File: src/pkg/ffs_map.vh
// constants for the furnace fault supervisor
`ifndef FFS_MAP_VH
`define FFS_MAP_VH
`define FFS_CLK_NS        10
`define FFS_TICK_NS       1000000
`define FFS_TICK_CYCLES   (`FFS_TICK_NS / `FFS_CLK_NS)
`define FFS_CNT_W         22
`define FFS_VALVE_WIN_MS  180000
`define FFS_WELD_WAIT_MS  5000
`define FFS_WEAK_MS       5000
`define FFS_STRONG_MS     5000
`define FFS_LOWV_WAIT_MS  5000
`define FFS_TSTAT_MIN_MS  5000
`define FFS_TSTAT_MAX_MS  20000
`define FFS_SELFCHK_MS    300000
`define FFS_DEBOUNCE_MS   2000
`define FFS_FALSE_FLAME_MS 10000
`define FFS_AUTO_RESTART_MS 3600000
`define FFS_POSTPURGE_MS  15000
`define FFS_COOL_DELAY_MS 5000
`define FFS_EVENT_LIMIT   3'h5
`define FFS_FC_NONE       4'h0
`define FFS_FC_HW         4'h1
`define FFS_FC_OOS        4'h2
`define FFS_FC_LINE       4'h3
`define FFS_FC_WEAK       4'h4
`define FFS_FC_LOWV       4'h5
`define FFS_FC_FUSE       4'h6
`define FFS_FC_SEQ        4'h7
`endif

File: src/hdl/ffs_tick.v
// common time base tick generator
`timescale 1ns/1ps
module ffs_tick #(
   parameter PERIOD = 100000
) (
   input  wire clk_in,
   input  wire rst_n_in,
   output reg  tick_out
);
   reg [31:0] cnt_reg;
   always @(posedge clk_in or negedge rst_n_in)
   begin
      if (!rst_n_in)
      begin
         cnt_reg  <= 32'h0000_0000;
         tick_out <= 1'b0;
      end
      else if (cnt_reg == PERIOD - 1)
      begin
         cnt_reg  <= 32'h0000_0000;
         tick_out <= 1'b1;
      end
      else
      begin
         cnt_reg  <= cnt_reg + 32'h0000_0001;
         tick_out <= 1'b0;
      end
   end
endmodule

File: src/hdl/ffs_hold.v
// counts ticks while a condition holds, saturating at a limit
`timescale 1ns/1ps
`include "ffs_map.vh"
module ffs_hold #(
   parameter W     = 22,
   parameter LIMIT = 1
) (
   input  wire         clk_in,
   input  wire         rst_n_in,
   input  wire         tick_in,
   input  wire         cond_in,
   output wire         done_out,
   output reg  [W-1:0] count_out
);
   localparam [W-1:0] LIM = LIMIT;
   always @(posedge clk_in or negedge rst_n_in)
   begin
      if (!rst_n_in)
         count_out <= {W{1'b0}};
      else if (!cond_in)
         count_out <= {W{1'b0}};
      else if (tick_in && count_out < LIM)
         count_out <= count_out + {{(W-1){1'b0}}, 1'b1};
   end
   assign done_out = cond_in && (count_out >= LIM);
endmodule

File: src/hdl/ffs_top.v
// furnace fault supervisor: valve, flame, line, supply and lockout handling
`timescale 1ns/1ps
`include "ffs_map.vh"
module ffs_top #(
   parameter TICK_CYCLES     = `FFS_TICK_CYCLES,
   parameter DEBOUNCE_MS     = `FFS_DEBOUNCE_MS,
   parameter FALSE_FLAME_MS  = `FFS_FALSE_FLAME_MS,
   parameter AUTO_RESTART_MS = `FFS_AUTO_RESTART_MS,
   parameter POSTPURGE_MS    = `FFS_POSTPURGE_MS,
   parameter COOL_DELAY_MS   = `FFS_COOL_DELAY_MS,
   parameter VALVE_WIN_MS    = `FFS_VALVE_WIN_MS,
   parameter SELFCHK_MS      = `FFS_SELFCHK_MS,
   parameter HOLD5_MS        = `FFS_WELD_WAIT_MS,
   parameter TSTAT_MIN_MS    = `FFS_TSTAT_MIN_MS,
   parameter TSTAT_MAX_MS    = `FFS_TSTAT_MAX_MS,
   parameter WEAK_MS         = `FFS_WEAK_MS,
   parameter STRONG_MS       = `FFS_STRONG_MS
) (
   input  wire       clk_in,
   input  wire       rst_n_in,
   input  wire       valve_volt_in,
   input  wire       flame_in,
   input  wire       flame_weak_in,
   input  wire       pressure_closed_in,
   input  wire       polarity_rev_in,
   input  wire       ground_missing_in,
   input  wire       low_24v_in,
   input  wire       fuse_bad_in,
   input  wire       heat_req_in,
   input  wire       cool_req_in,
   input  wire       fan_req_in,
   input  wire       seq_idle_in,
   input  wire       seq_ignition_in,
   input  wire       seq_warmup_in,
   input  wire       seq_ps_fault_in,
   input  wire       seq_firing_in,
   input  wire       seq_flame_expected_in,
   input  wire       seq_soft_lock_req_in,
   input  wire       limit_open_in,
   input  wire       inducer_run_in,
   input  wire       valve_drive_in,
   output wire       heat_grant_out,
   output wire       cool_grant_out,
   output wire       fan_grant_out,
   output wire       seq_hold_out,
   output wire       warmup_skip_out,
   output wire       treat_no_flame_out,
   output wire       outputs_off_out,
   output wire       relays_off_out,
   output wire       igniter_off_out,
   output wire       inducer_force_on_out,
   output wire       inducer_force_off_out,
   output wire       circ_heat_out,
   output wire       circ_cool_out,
   output wire       postpurge_out,
   output wire       soft_lock_out,
   output wire       hard_lock_out,
   output wire       selfchk_lock_out,
   output wire       line_fault_out,
   output wire       weak_flame_out,
   output wire       alarm_out,
   output wire       manual_reset_alarm_out,
   output reg        history_store_out,
   output reg        micro_reset_out,
   output reg  [3:0] fault_code_out,
   output reg  [2:0] event_count_out
);
   localparam W = `FFS_CNT_W;
   localparam [12:0] S_NORMAL = 13'h0001;
   localparam [12:0] S_MISW   = 13'h0002;
   localparam [12:0] S_WELDW  = 13'h0004;
   localparam [12:0] S_WELDR  = 13'h0008;
   localparam [12:0] S_OOS    = 13'h0010;
   localparam [12:0] S_PURGE  = 13'h0020;
   localparam [12:0] S_SOFT   = 13'h0040;
   localparam [12:0] S_HARD   = 13'h0080;
   localparam [12:0] S_SELF   = 13'h0100;
   localparam [12:0] S_LOWV   = 13'h0200;
   localparam [12:0] S_LOWW   = 13'h0400;
   localparam [12:0] S_FUSE   = 13'h0800;
   localparam [12:0] S_INIT   = 13'h1000;

   // two-stage synchronisers for pin inputs
   reg  [10:0] meta_reg;
   reg  [10:0] sync_reg;
   wire [10:0] pins = {valve_volt_in, flame_in, flame_weak_in, pressure_closed_in,
                       polarity_rev_in, ground_missing_in, low_24v_in, fuse_bad_in,
                       heat_req_in, cool_req_in, fan_req_in};
   always @(posedge clk_in or negedge rst_n_in)
   begin
      if (!rst_n_in)
      begin
         meta_reg <= 11'h000;
         sync_reg <= 11'h000;
      end
      else
      begin
         meta_reg <= pins;
         sync_reg <= meta_reg;
      end
   end
   wire valve_s = sync_reg[10];
   wire flame_s = sync_reg[9];
   wire weak_s  = sync_reg[8];
   wire press_s = sync_reg[7];
   wire pol_s   = sync_reg[6];
   wire gnd_s   = sync_reg[5];
   wire lowv_s  = sync_reg[4];
   wire fuse_s  = sync_reg[3];
   wire heat_s  = sync_reg[2];
   wire cool_s  = sync_reg[1];
   wire fan_s   = sync_reg[0];

   reg  [12:0] state_reg;
   reg  [12:0] state_next;
   reg         heat_d_reg;
   reg         fail_make_reg;
   reg         pol_fault_reg;
   reg         weak_reg;
   reg  [3:0]  code_next;
   reg  [2:0]  cnt_next;
   wire        tick;

   ffs_tick #(.PERIOD(TICK_CYCLES)) u_tick (
      .clk_in   (clk_in),
      .rst_n_in (rst_n_in),
      .tick_out (tick)
   );

   wire normal  = state_reg[0];
   wire lim_exp;
   wire monitor = seq_idle_in | seq_ignition_in | seq_ps_fault_in |
                  (limit_open_in & ~inducer_run_in & ~lim_exp);
   wire miswire_raw = monitor & normal & valve_s & ~press_s;
   wire weld_raw    = monitor & normal & valve_s & ~valve_drive_in &
                      (inducer_run_in | press_s);
   wire unexp_flame = normal & heat_s & flame_s & ~seq_flame_expected_in;
   wire pol_mon     = normal & (seq_idle_in | seq_ignition_in) & ~seq_warmup_in;
   wire mis_done, off_done, nomake_done, ff_done, pol_done, weak_done, strong_done;
   wire hold5_done, purge_done, cool_done, restart_done, self_done;
   wire [W-1:0] heat_off_cnt;

   ffs_hold #(.W(W), .LIMIT(VALVE_WIN_MS)) u_lim (
      .clk_in(clk_in), .rst_n_in(rst_n_in), .tick_in(tick),
      .cond_in(limit_open_in), .done_out(lim_exp), .count_out());
   ffs_hold #(.W(W), .LIMIT(DEBOUNCE_MS)) u_mis (
      .clk_in(clk_in), .rst_n_in(rst_n_in), .tick_in(tick),
      .cond_in(miswire_raw), .done_out(mis_done), .count_out());
   ffs_hold #(.W(W), .LIMIT(DEBOUNCE_MS)) u_off (
      .clk_in(clk_in), .rst_n_in(rst_n_in), .tick_in(tick),
      .cond_in(~valve_s), .done_out(off_done), .count_out());
   ffs_hold #(.W(W), .LIMIT(DEBOUNCE_MS)) u_nomake (
      .clk_in(clk_in), .rst_n_in(rst_n_in), .tick_in(tick),
      .cond_in(valve_drive_in & ~valve_s), .done_out(nomake_done), .count_out());
   ffs_hold #(.W(W), .LIMIT(FALSE_FLAME_MS)) u_ff (
      .clk_in(clk_in), .rst_n_in(rst_n_in), .tick_in(tick),
      .cond_in(unexp_flame), .done_out(ff_done), .count_out());
   ffs_hold #(.W(W), .LIMIT(DEBOUNCE_MS)) u_pol (
      .clk_in(clk_in), .rst_n_in(rst_n_in), .tick_in(tick),
      .cond_in(pol_s & (pol_mon | pol_fault_reg)), .done_out(pol_done), .count_out());
   ffs_hold #(.W(W), .LIMIT(WEAK_MS)) u_weak (
      .clk_in(clk_in), .rst_n_in(rst_n_in), .tick_in(tick),
      .cond_in(seq_firing_in & flame_s & weak_s), .done_out(weak_done), .count_out());
   ffs_hold #(.W(W), .LIMIT(STRONG_MS)) u_strong (
      .clk_in(clk_in), .rst_n_in(rst_n_in), .tick_in(tick),
      .cond_in(flame_s & ~weak_s), .done_out(strong_done), .count_out());
   ffs_hold #(.W(W), .LIMIT(HOLD5_MS)) u_hold5 (
      .clk_in(clk_in), .rst_n_in(rst_n_in), .tick_in(tick),
      .cond_in(state_reg[2] | (state_reg[10] & ~lowv_s)), .done_out(hold5_done),
      .count_out());
   ffs_hold #(.W(W), .LIMIT(POSTPURGE_MS)) u_purge (
      .clk_in(clk_in), .rst_n_in(rst_n_in), .tick_in(tick),
      .cond_in(state_reg[5]), .done_out(purge_done), .count_out());
   ffs_hold #(.W(W), .LIMIT(COOL_DELAY_MS)) u_cool (
      .clk_in(clk_in), .rst_n_in(rst_n_in), .tick_in(tick),
      .cond_in(state_reg[1] & cool_s), .done_out(cool_done), .count_out());
   ffs_hold #(.W(W), .LIMIT(AUTO_RESTART_MS)) u_restart (
      .clk_in(clk_in), .rst_n_in(rst_n_in), .tick_in(tick),
      .cond_in(state_reg[6]), .done_out(restart_done), .count_out());
   ffs_hold #(.W(W), .LIMIT(SELFCHK_MS)) u_self (
      .clk_in(clk_in), .rst_n_in(rst_n_in), .tick_in(tick),
      .cond_in(state_reg[8] & ~gnd_s & ~pol_s), .done_out(self_done), .count_out());
   ffs_hold #(.W(W), .LIMIT(TSTAT_MAX_MS)) u_tstat (
      .clk_in(clk_in), .rst_n_in(rst_n_in), .tick_in(tick),
      .cond_in(~heat_s), .done_out(), .count_out(heat_off_cnt));

   localparam [W-1:0] TMIN = TSTAT_MIN_MS;
   localparam [W-1:0] TMAX = TSTAT_MAX_MS;
   wire tstat_reset = heat_s & ~heat_d_reg & (heat_off_cnt > TMIN) &
                      (heat_off_cnt < TMAX);
   wire lock_to_hard = (event_count_out >= `FFS_EVENT_LIMIT);

   // fault state machine, supply faults take priority
   always @*
   begin
      state_next = state_reg;
      code_next  = fault_code_out;
      cnt_next   = event_count_out;
      if (lowv_s && !state_reg[9])
      begin
         state_next = S_LOWV;
         code_next  = `FFS_FC_LOWV;
      end
      else if (fuse_s && !state_reg[9] && !state_reg[10])
      begin
         state_next = S_FUSE;
         code_next  = `FFS_FC_FUSE;
      end
      else if (gnd_s && (normal || state_reg[6]))
      begin
         state_next = S_SELF;
         code_next  = `FFS_FC_LINE;
      end
      else
      begin
         case (state_reg)
            S_INIT:
               state_next = S_NORMAL;
            S_NORMAL:
            begin
               if (weld_raw)
               begin
                  state_next = S_WELDW;
                  code_next  = `FFS_FC_HW;
                  cnt_next   = (event_count_out == 3'h7) ? 3'h7 : event_count_out + 3'h1;
               end
               else if (mis_done)
               begin
                  state_next = S_MISW;
                  code_next  = `FFS_FC_HW;
                  cnt_next   = (event_count_out == 3'h7) ? 3'h7 : event_count_out + 3'h1;
               end
               else if (ff_done)
               begin
                  state_next = S_OOS;
                  code_next  = `FFS_FC_OOS;
               end
               else if (seq_soft_lock_req_in)
               begin
                  state_next = S_SOFT;
                  code_next  = fail_make_reg ? `FFS_FC_HW : `FFS_FC_SEQ;
               end
            end
            S_MISW:
               if (off_done)
                  state_next = lock_to_hard ? S_HARD : S_SOFT;
            S_WELDW:
               if (hold5_done)
               begin
                  if (flame_s || valve_s)
                     state_next = S_WELDR;
                  else
                     state_next = lock_to_hard ? S_HARD : S_SOFT;
               end
            S_WELDR:
               if (!flame_s && off_done)
                  state_next = lock_to_hard ? S_HARD : S_SOFT;
            S_OOS:
               if (!flame_s)
                  state_next = S_PURGE;
            S_PURGE:
               if (purge_done)
               begin
                  state_next = S_NORMAL;
                  code_next  = `FFS_FC_NONE;
               end
            S_SOFT:
               if (tstat_reset || (restart_done && !valve_s))
               begin
                  state_next = S_NORMAL;
                  code_next  = `FFS_FC_NONE;
               end
            S_HARD:
               state_next = S_HARD;
            S_SELF:
               if (self_done)
               begin
                  state_next = S_NORMAL;
                  code_next  = `FFS_FC_NONE;
               end
            S_LOWV:
               if (!lowv_s)
                  state_next = S_LOWW;
            S_LOWW:
               if (hold5_done)
               begin
                  state_next = S_NORMAL;
                  code_next  = `FFS_FC_NONE;
               end
            S_FUSE:
               if (!fuse_s)
               begin
                  state_next = S_INIT;
                  code_next  = `FFS_FC_NONE;
               end
            default:
               state_next = S_INIT;
         endcase
      end
   end

   always @(posedge clk_in or negedge rst_n_in)
   begin
      if (!rst_n_in)
      begin
         state_reg         <= S_INIT;
         fault_code_out    <= `FFS_FC_NONE;
         event_count_out   <= 3'h0;
         heat_d_reg        <= 1'b0;
         fail_make_reg     <= 1'b0;
         pol_fault_reg     <= 1'b0;
         weak_reg          <= 1'b0;
         history_store_out <= 1'b0;
         micro_reset_out   <= 1'b0;
      end
      else
      begin
         state_reg         <= state_next;
         fault_code_out    <= code_next;
         event_count_out   <= cnt_next;
         heat_d_reg        <= heat_s;
         history_store_out <= (state_next == S_LOWV) && !state_reg[9];
         micro_reset_out   <= state_reg[11] && (state_next == S_INIT);
         if (nomake_done)
            fail_make_reg <= 1'b1;
         else if (!heat_s || state_reg[12])
            fail_make_reg <= 1'b0;
         if (pol_done)
            pol_fault_reg <= 1'b1;
         else if (!pol_s || state_reg[12])
            pol_fault_reg <= 1'b0;
         if (weak_done)
            weak_reg <= 1'b1;
         else if (strong_done || !heat_s || state_reg[12])
            weak_reg <= 1'b0;
      end
   end

   wire supply_off = state_reg[9] | state_reg[10];
   wire req_ignore = supply_off | state_reg[11] | state_reg[12];
   wire heat_block = state_reg[6] | state_reg[7] | state_reg[8] | pol_fault_reg |
                     state_reg[1] | state_reg[2] | state_reg[3];
   assign heat_grant_out = heat_s & ~req_ignore & ~heat_block;
   assign cool_grant_out = cool_s & ~req_ignore;
   assign fan_grant_out  = fan_s & ~req_ignore;
   assign seq_hold_out       = unexp_flame & ~seq_warmup_in;
   assign warmup_skip_out    = unexp_flame & seq_warmup_in;
   assign treat_no_flame_out = nomake_done;
   assign outputs_off_out    = state_reg[1] | state_reg[2] | state_reg[3];
   assign relays_off_out     = supply_off;
   assign igniter_off_out    = state_reg[4] | outputs_off_out;
   assign inducer_force_on_out  = state_reg[1] | state_reg[3] | state_reg[4];
   assign inducer_force_off_out = state_reg[2] | supply_off;
   assign circ_heat_out = (state_reg[1] & ~cool_done) | state_reg[3] | state_reg[4];
   assign circ_cool_out = state_reg[1] & cool_done;
   assign postpurge_out = state_reg[5];
   assign soft_lock_out    = state_reg[6];
   assign hard_lock_out    = state_reg[7];
   assign selfchk_lock_out = state_reg[8];
   assign line_fault_out   = pol_fault_reg | state_reg[8];
   assign weak_flame_out   = weak_reg;
   assign alarm_out = (fault_code_out != `FFS_FC_NONE) | pol_fault_reg | weak_reg;
   assign manual_reset_alarm_out = state_reg[7];
endmodule

File: config.mk
export PLATFORM = sky130hd
export DESIGN_NAME = ffs_top
export DESIGN_NICKNAME = d
export VERILOG_FILES = /design/src/hdl/ffs_tick.v /design/src/hdl/ffs_hold.v /design/src/hdl/ffs_top.v
export VERILOG_INCLUDE_DIRS = /design/src /design/src/pkg
export SDC_FILE = /design/constraint.sdc
export NUM_CORES = 1
export LEC_CHECK = 0
export BUFFER_PORTS_ARGS = -buffer_cell sky130_fd_sc_hd__buf_4
export CAP_MARGIN = 20
export CORE_MARGIN = 4
export CORE_UTILIZATION = 46
export DETAILED_ROUTE_END_ITERATION = 7
export PLACE_DENSITY = 0.67
export SETUP_SLACK_MARGIN = 0.5
export SYNTH_ARGS = -nofsm -noshare
export SYNTH_HDL_FRONTEND = slang
export SYNTH_SLANG_ARGS = --single-unit
File: constraint.sdc
create_clock -name clk_in -period 2.5 [get_ports clk_in]
set_clock_uncertainty 0.05 [all_clocks]
set_input_delay 0.25 -clock clk_in [delete_from_list [all_inputs] [get_ports clk_in]]
set_output_delay 0.25 -clock clk_in [all_outputs]
set_load 0.01 [all_outputs]
Yosys cells after proc, flatten, opt, wreduce, memory -nomap -nowiden --
Cells that the tools add are included.
Storage, ports and cells: input bits 23, word-level logic and storage cells 314, bits in registers 389, memories kept 0, memory bits (writable) 0, output and inout bits 30, bits in latches 0, bits in read-only memories 0
Cells by class: eq/ne operators 35, shift-type cells 0, $lt $le $gt $ge 29, muxes and demuxes 73, reduce and logical (&&, ||, !) cells 58, bitwise operators 76, divide/modulo/power cells 0, add/sub/neg operators 16, multiply operators 0
Operator list (count):
- 22-bit 2-to-1 mux | 28
- 22-bit by 1-bit adder with 22-bit output (second input constant) | 14
- 13-bit 2-to-1 mux | 17
- 13-bit case mux with 13 select lines | 1
- 22-bit by 11-bit greater-or-equal comparator with 1-bit output (second input constant) | 4
- 22-bit by 13-bit greater-or-equal comparator with 1-bit output (second input constant) | 4
- 22-bit by 11-bit < comparator with 1-bit output (second input constant) | 4
- 22-bit by 13-bit < comparator with 1-bit output (second input constant) | 4
- 4-bit 2-to-1 mux | 12
- 22-bit by 14-bit greater-or-equal comparator with 1-bit output (second input constant) | 2
- 22-bit by 14-bit < comparator with 1-bit output (second input constant) | 2
- 1-bit logical AND | 35
- 32-bit by 1-bit adder with 32-bit output (second input constant) | 1
- 1-bit bitwise AND | 32
- 32-bit by 17-bit == test with 1-bit output (second input constant) | 1
- 32-bit 2-to-1 mux | 1
- 13-bit by 10-bit == test with 1-bit output (second input constant) | 2
- 13-bit == test (second input constant) | 2
- 1-bit bitwise OR | 26
- 5-bit != test (second input constant) | 5
- 4-bit case mux with 6 select lines | 1
- 22-bit by 18-bit greater-or-equal comparator with 1-bit output (second input constant) | 1
- 22-bit by 19-bit greater-or-equal comparator with 1-bit output (second input constant) | 1
- 22-bit greater-or-equal comparator (second input constant) | 1
- 33 further kinds | 86

Logic depth before layout (Yosys ltp) --
depth after elaboration 17, depth in mapped cells 10, gate-level depth less buffers 10

Modules after synthesis --
Synthesis repeated with hierarchy kept, for this count alone.
Second synthesis, totals: cells, all modules 2008, area, all modules 20522.2 um2
By module, submodules not included:
- ffs_hold at u_cool ... | cells an instance 116, times used 4, area each 1227.4 um2, sequential area each 550.5 um2
- ffs_hold at u_mis ... | cells an instance 98, times used 4, area each 1031.0 um2, sequential area each 550.5 um2
- ffs_top | cells an instance 300, times used 1, area each 2757.6 um2, sequential area each 1177.4 um2
- ffs_tick | cells an instance 144, times used 1, area each 1592.8 um2, sequential area each 825.8 um2
- ffs_hold at u_restart | cells an instance 130, times used 1, area each 1275.0 um2, sequential area each 550.5 um2
- ffs_hold at u_lim | cells an instance 132, times used 1, area each 1252.5 um2, sequential area each 550.5 um2
- ffs_hold at u_self | cells an instance 125, times used 1, area each 1167.4 um2, sequential area each 550.5 um2
- ffs_hold at u_purge | cells an instance 107, times used 1, area each 1157.4 um2, sequential area each 550.5 um2
- ffs_hold at u_tstat | cells an instance 112, times used 1, area each 1147.4 um2, sequential area each 550.5 um2
- ffs_hold at u_ff | cells an instance 102, times used 1, area each 1138.6 um2, sequential area each 550.5 um2

Worst setup path before layout --
Ideal clock, no wire load.
path kind flip-flop to flip-flop, start point register state_reg[8], end point register fault_code_out[0], path buffers 1, setup time 0.125 ns, data arrival time 2.616 ns, cell stages (with the launch flop) 10, path slack -0.291 ns, data required time 2.325 ns, clock period less this slack 2.791 ns, cells stage by stage dfrtp_1 > buf_6 > nor4_4 > nand3_2 > or4b_4 > and3_4 > nor2b_4 > a21o_1 > o31ai_4 > mux2_2
On the way: word-level cells in the longest chain between the ends 5, elaborated cells on any way between the ends 21, those cells by class eq/ne (12); mux (4); bitwise (2); reduce/logical (3)
Ends and longest elaborated chain:
- start: declaration | line ffs_top.v:114 | reg [12:0] state_reg;
- start signal: assignment | line ffs_top.v:318 | state_reg <= state_next;
- 13-bit by 12-bit == test with 1-bit output (tied with other cells) | line ffs_top.v:216 | case (state_reg)
- 4-bit case mux with 6 select lines / 1-bit bitwise AND (equally long branches) | line ffs_top.v:216, ffs_top.v:182
- 4-bit 2-to-1 mux / 1-bit logical AND (equally long branches) | line ffs_top.v:209, ffs_hold.v:25
- 4-bit 2-to-1 mux / 5-bit != test (equally long branches)
- 4-bit 2-to-1 mux / 7-bit AND reduction (equally long branches)
- end signal: assignment | line ffs_top.v:307 | fault_code_out <= `FFS_FC_NONE;
- end signal: assignment | line ffs_top.v:319 | fault_code_out <= code_next;
- end: declaration | line ffs_top.v:65 | output reg [3:0] fault_code_out,
Several ways; a longest one is shown, not always the timed one. A chain may end at the register's enable or synchronous reset.

Worst setup path after layout --
start point register u_restart.count_out[16], end point register fault_code_out[1]
On the way: word-level cells in the longest chain between the ends 6
Ends and longest elaborated chain:
- start: declaration | line ffs_hold.v:13 | output reg [W-1:0] count_out
- start signal: assignment | line ffs_hold.v:19 | count_out <= {W{1'b0}};
- start signal: assignment | line ffs_hold.v:21 | count_out <= {W{1'b0}};
- start signal: assignment | line ffs_hold.v:23 | count_out <= count_out + {{(W-1){1'b0}}, 1'b1};
- 22-bit greater-or-equal comparator | line ffs_hold.v:25 | assign done_out = cond_in && (count_out >= LIM);
- 1-bit logical AND | line ffs_hold.v:25
- 1-bit logical AND | line ffs_top.v:268 | if (tstat_reset || (restart_done && !valve_s))
- 1-bit logical OR | line ffs_top.v:268
- 5-bit != test (no line)
- 7-bit AND reduction (no line)
Every way passes these cells.

==> results.json <==
{
  "status": "finished with violations",
  "violations": "setup timing",
  "power.density_nw_per_um2": 528.3,
  "crit_chain": "buf_6 -> or3_4 -> o211ai_1 -> nor4b_2 -> buf_4 -> a41oi_2 -> and2b_2 -> or4_4 -> o31ai_4 -> mux2_4",
  "p_leak_nw": 11.52,
  "yosys.area.top_type": "dfrtp_1",
  "antenna_found_initial": 0,
  "htree_levels": 2,
  "grt_overflow": 0,
  "drtAntennaViolNets": 0,
  "fill_cells": 2791,
  "r2r_slack_ns": -0.26,
  "synthAdderAreaFrac_pct": 2.126,
  "cts_root_buf": "clkbuf_16",
  "die_width_um": 207.2,
  "grt_pass1_wl_um": 74450,
  "pre_cts_ws_ns": -0.4344,
  "synth_top_area_share_pct": 53.08,
  "critPathLaunch": "u_restart.count_out[16]",
  "yosys.area_share.xor_xnor_pct": 9.121,
  "yosys.area_share.simple_pct": 24.66,
  "rsz0062_at_grt": "true",
  "yosysWarnings": 0,
  "routedWlPerCell_um": 16.53,
  "syn_area_per_cell_um2": 9.997,
  "crit_path_start_kind": "flop",
  "ioPinCount": 53,
  "hold_viol": 0,
  "grt_use_total_pct": 20.36,
  "fin_ws_ns": -0.2578,
  "port_buffers": 51,
  "num_antenna_cells": 0,
  "layout-drive-gt1-share_pct": 36.40,
  "clock_path_buffers": 3,
  "post-route-cell-area_um2": 25990,
  "rows": 72,
  "place_area_um2": 20730,
  "tns_ns": -3.380,
  "dr.first_iter.drc_count": 892,
  "gp_congestion": 0.8521,
  "ys_seq_area_share_pct": 53.22,
  "tightestPinTransition_ns": 0.8332,
  "grt_start_max_net_pins": 74,
  "synth_top_family_by_area": "simple AND/OR/NAND/NOR gates",
  "setup_viol": 36,
  "min_from": "limit_open_in",
  "crit_path_max_incr_delay_ns": 0.51,
  "crit_fanout": 4,
  "period_share_pct": 110.3,
  "post_synth_num_cell_types": 79,
  "hold-worst-slack_ns": 0.1276,
  "synth_mux_area_share_pct": 0.7886,
  "slew_violations": 0,
  "r2r-start": "u_restart.count_out[16]",
  "crit_slowest_cell": "or4_4",
  "clock_latency_ns": 0.56,
  "largest_reg_flops": 32,
  "end_kind": "flop",
  "critPathRequiredTime_ns": 2.89,
  "synth_edf_count": 0,
  "viasPerCell": 5.375,
  "ir_drop_mv": 0.4132,
  "hold_path_end": "u_lim.count_out[20]",
  "period_needed_ns": 2.758,
  "drcViolationCount": 0,
  "fmax_mhz": 362.6,
  "grt_pass1_vias": 15030,
  "core_um2": 38920,
  "crit_arrival_ns": 3.15,
  "fin_cells": 2782,
  "syn_inst": 1825,
  "slew-limit-headroom_pct": 44.30,
  "syn2layout_area_growth_pct": 42.43,
  "cap_violations": 0,
  "ys_seq_elements": 388,
  "start_util_pct": 46.88,
  "synth.area.top_cells": "dfrtp_1 53%, nor2_1 5.6%, xnor2_1 4.8%",
  "rr_worst_depth": 10,
  "die-area_um2": 42910,
  "clkSinkCount": 388,
  "dp_cells": 2505,
  "min_path_cells": 3,
  "die_h_um": 207.2,
  "syn_area_um2": 18240,
  "synth_nets": 1879,
  "cts_tree": "built",
  "hpwl_um": 27610,
  "path_class": "flop to flop",
  "hp-class": "input pin to flop",
  "dr.pass1.iters": 5,
  "final_nets": 2286,
  "dr_total_vias": 14950,
  "clk_pin_slew_ns": 0.06,
  "synth_compound_area_share_pct": 7.454,
  "cts_buffers": 43,
  "synthFlopType": "dfrtp_1",
  "r2r-end": "fault_code_out[1]",
  "synthArstFlopShare_pct": 100.0,
  "totalWireLength_um": 46000
}
## synth_stat cells (34+ instances only)
library cell and number:
a21oi_1 55, and2_1 78, and3_1 58, clkbuf_1 41, dfrtp_1 387, inv_1 66, nand2_1 129, nand3_1 90
nand4_1 50, nor2_1 272, nor2b_1 45, nor3_1 39, o21ai_0 34, xnor2_1 99, xor2_1 91
## final cells by class
class | count | area (um2) | share of cell area [%]
repair buffers | 411 | 3761 | 14.47
well taps | 518 | 648.1 | 2.494
clock inverters | 16 | 155.1 | 0.5970
flip-flops and latches | 388 | 9723 | 37.42
inverters | 66 | 255.2 | 0.9822
multi-input cells | 1322 | 10150 | 39.05
clock buffers | 61 | 1296 | 4.988
## worst max-delay path: cells and delay by family (launching register included)
family                 cells  cell delay, ns
AO/OA/AOI/OAI              3            0.45
buffers and inverters      2            0.29
flip-flops                 1            0.42
multiplexers               1            0.34
AND/OR/NAND/NOR            4            1.10
## cells by family after synthesis
logic type | after synthesis
xor gates and xnor gates | 190
buffers and inverters | 117
and+or+nand+nor | 880
adders and majority gates | 31
muxes | 14
DFF | 388
AOI/OAI and AO/OA | 204
other | 1
## worst max path at each step
stage | endpoint | slack (ns) | cells past startpoint
floorplan | fault_code_out[0] | -0.19 | 8
global placement | fault_code_out[2] | -0.39 | 9
detailed placement | fault_code_out[1] | -0.43 | 9
CTS | fault_code_out[1] | -0.26 | 9
global route | fault_code_out[1] | -0.41 | 10
finish | fault_code_out[1] | -0.26 | 10
## timing repair
| item | in CTS | in global routing |
|---|---|---|
| hold endpoints to repair | 119 | 0 |
| gates resized for setup | 257 | 236 |
| setup buffers | 120 | 59 |
| endpoints found under the setup margin | 219 | 282 |
| cloned | 8 | 0 |
| pin swaps | 145 | 132 |
| hold buffers | 13 | 0 |
## layer usage
layer  global-route usage (%)  vias up  wire, um  part of all wire [%]
met5                        0        -         0                     0
met4                    6.612        0      1296                   2.8
met3                    3.752       86      1656                   3.6
met2                    34.38      261     23380                    51
met1                    26.79     7534     19660                    43
li1                         -     7073         -                     -
## placed cells by master (no fill, tap or decap), drive strengths merged, types with 37 or more instances in the layout
| cell | n |
|---|---|
| clkbuf | 61 |
| xnor2 | 99 |
| nor3 | 40 |
| inv | 66 |
| nor4 | 37 |
| dfrtp | 387 |
| nand3 | 91 |
| nor2b | 46 |
| buf | 397 |
| nand2 | 129 |
| and2 | 80 |
| nand4 | 50 |
| a21oi | 57 |
| nor2 | 272 |
| xor2 | 91 |
| and3 | 60 |
## through the flow
stage | power [mW] | util [%]
after floorplan | 6.778 | -
after global placement | 7.190 | 53.26
after detailed placement | 7.200 | 53.26
after CTS | 13.84 | 62.92
after global routing | 14.24 | 66.77
final | 13.73 | 66.77
## where the power goes
group          switching, mW  internal, mW
Combinational          0.484         0.429
Clock                   2.53          3.91
Sequential            0.0430          6.33
(Power assumes the default switching activity.)
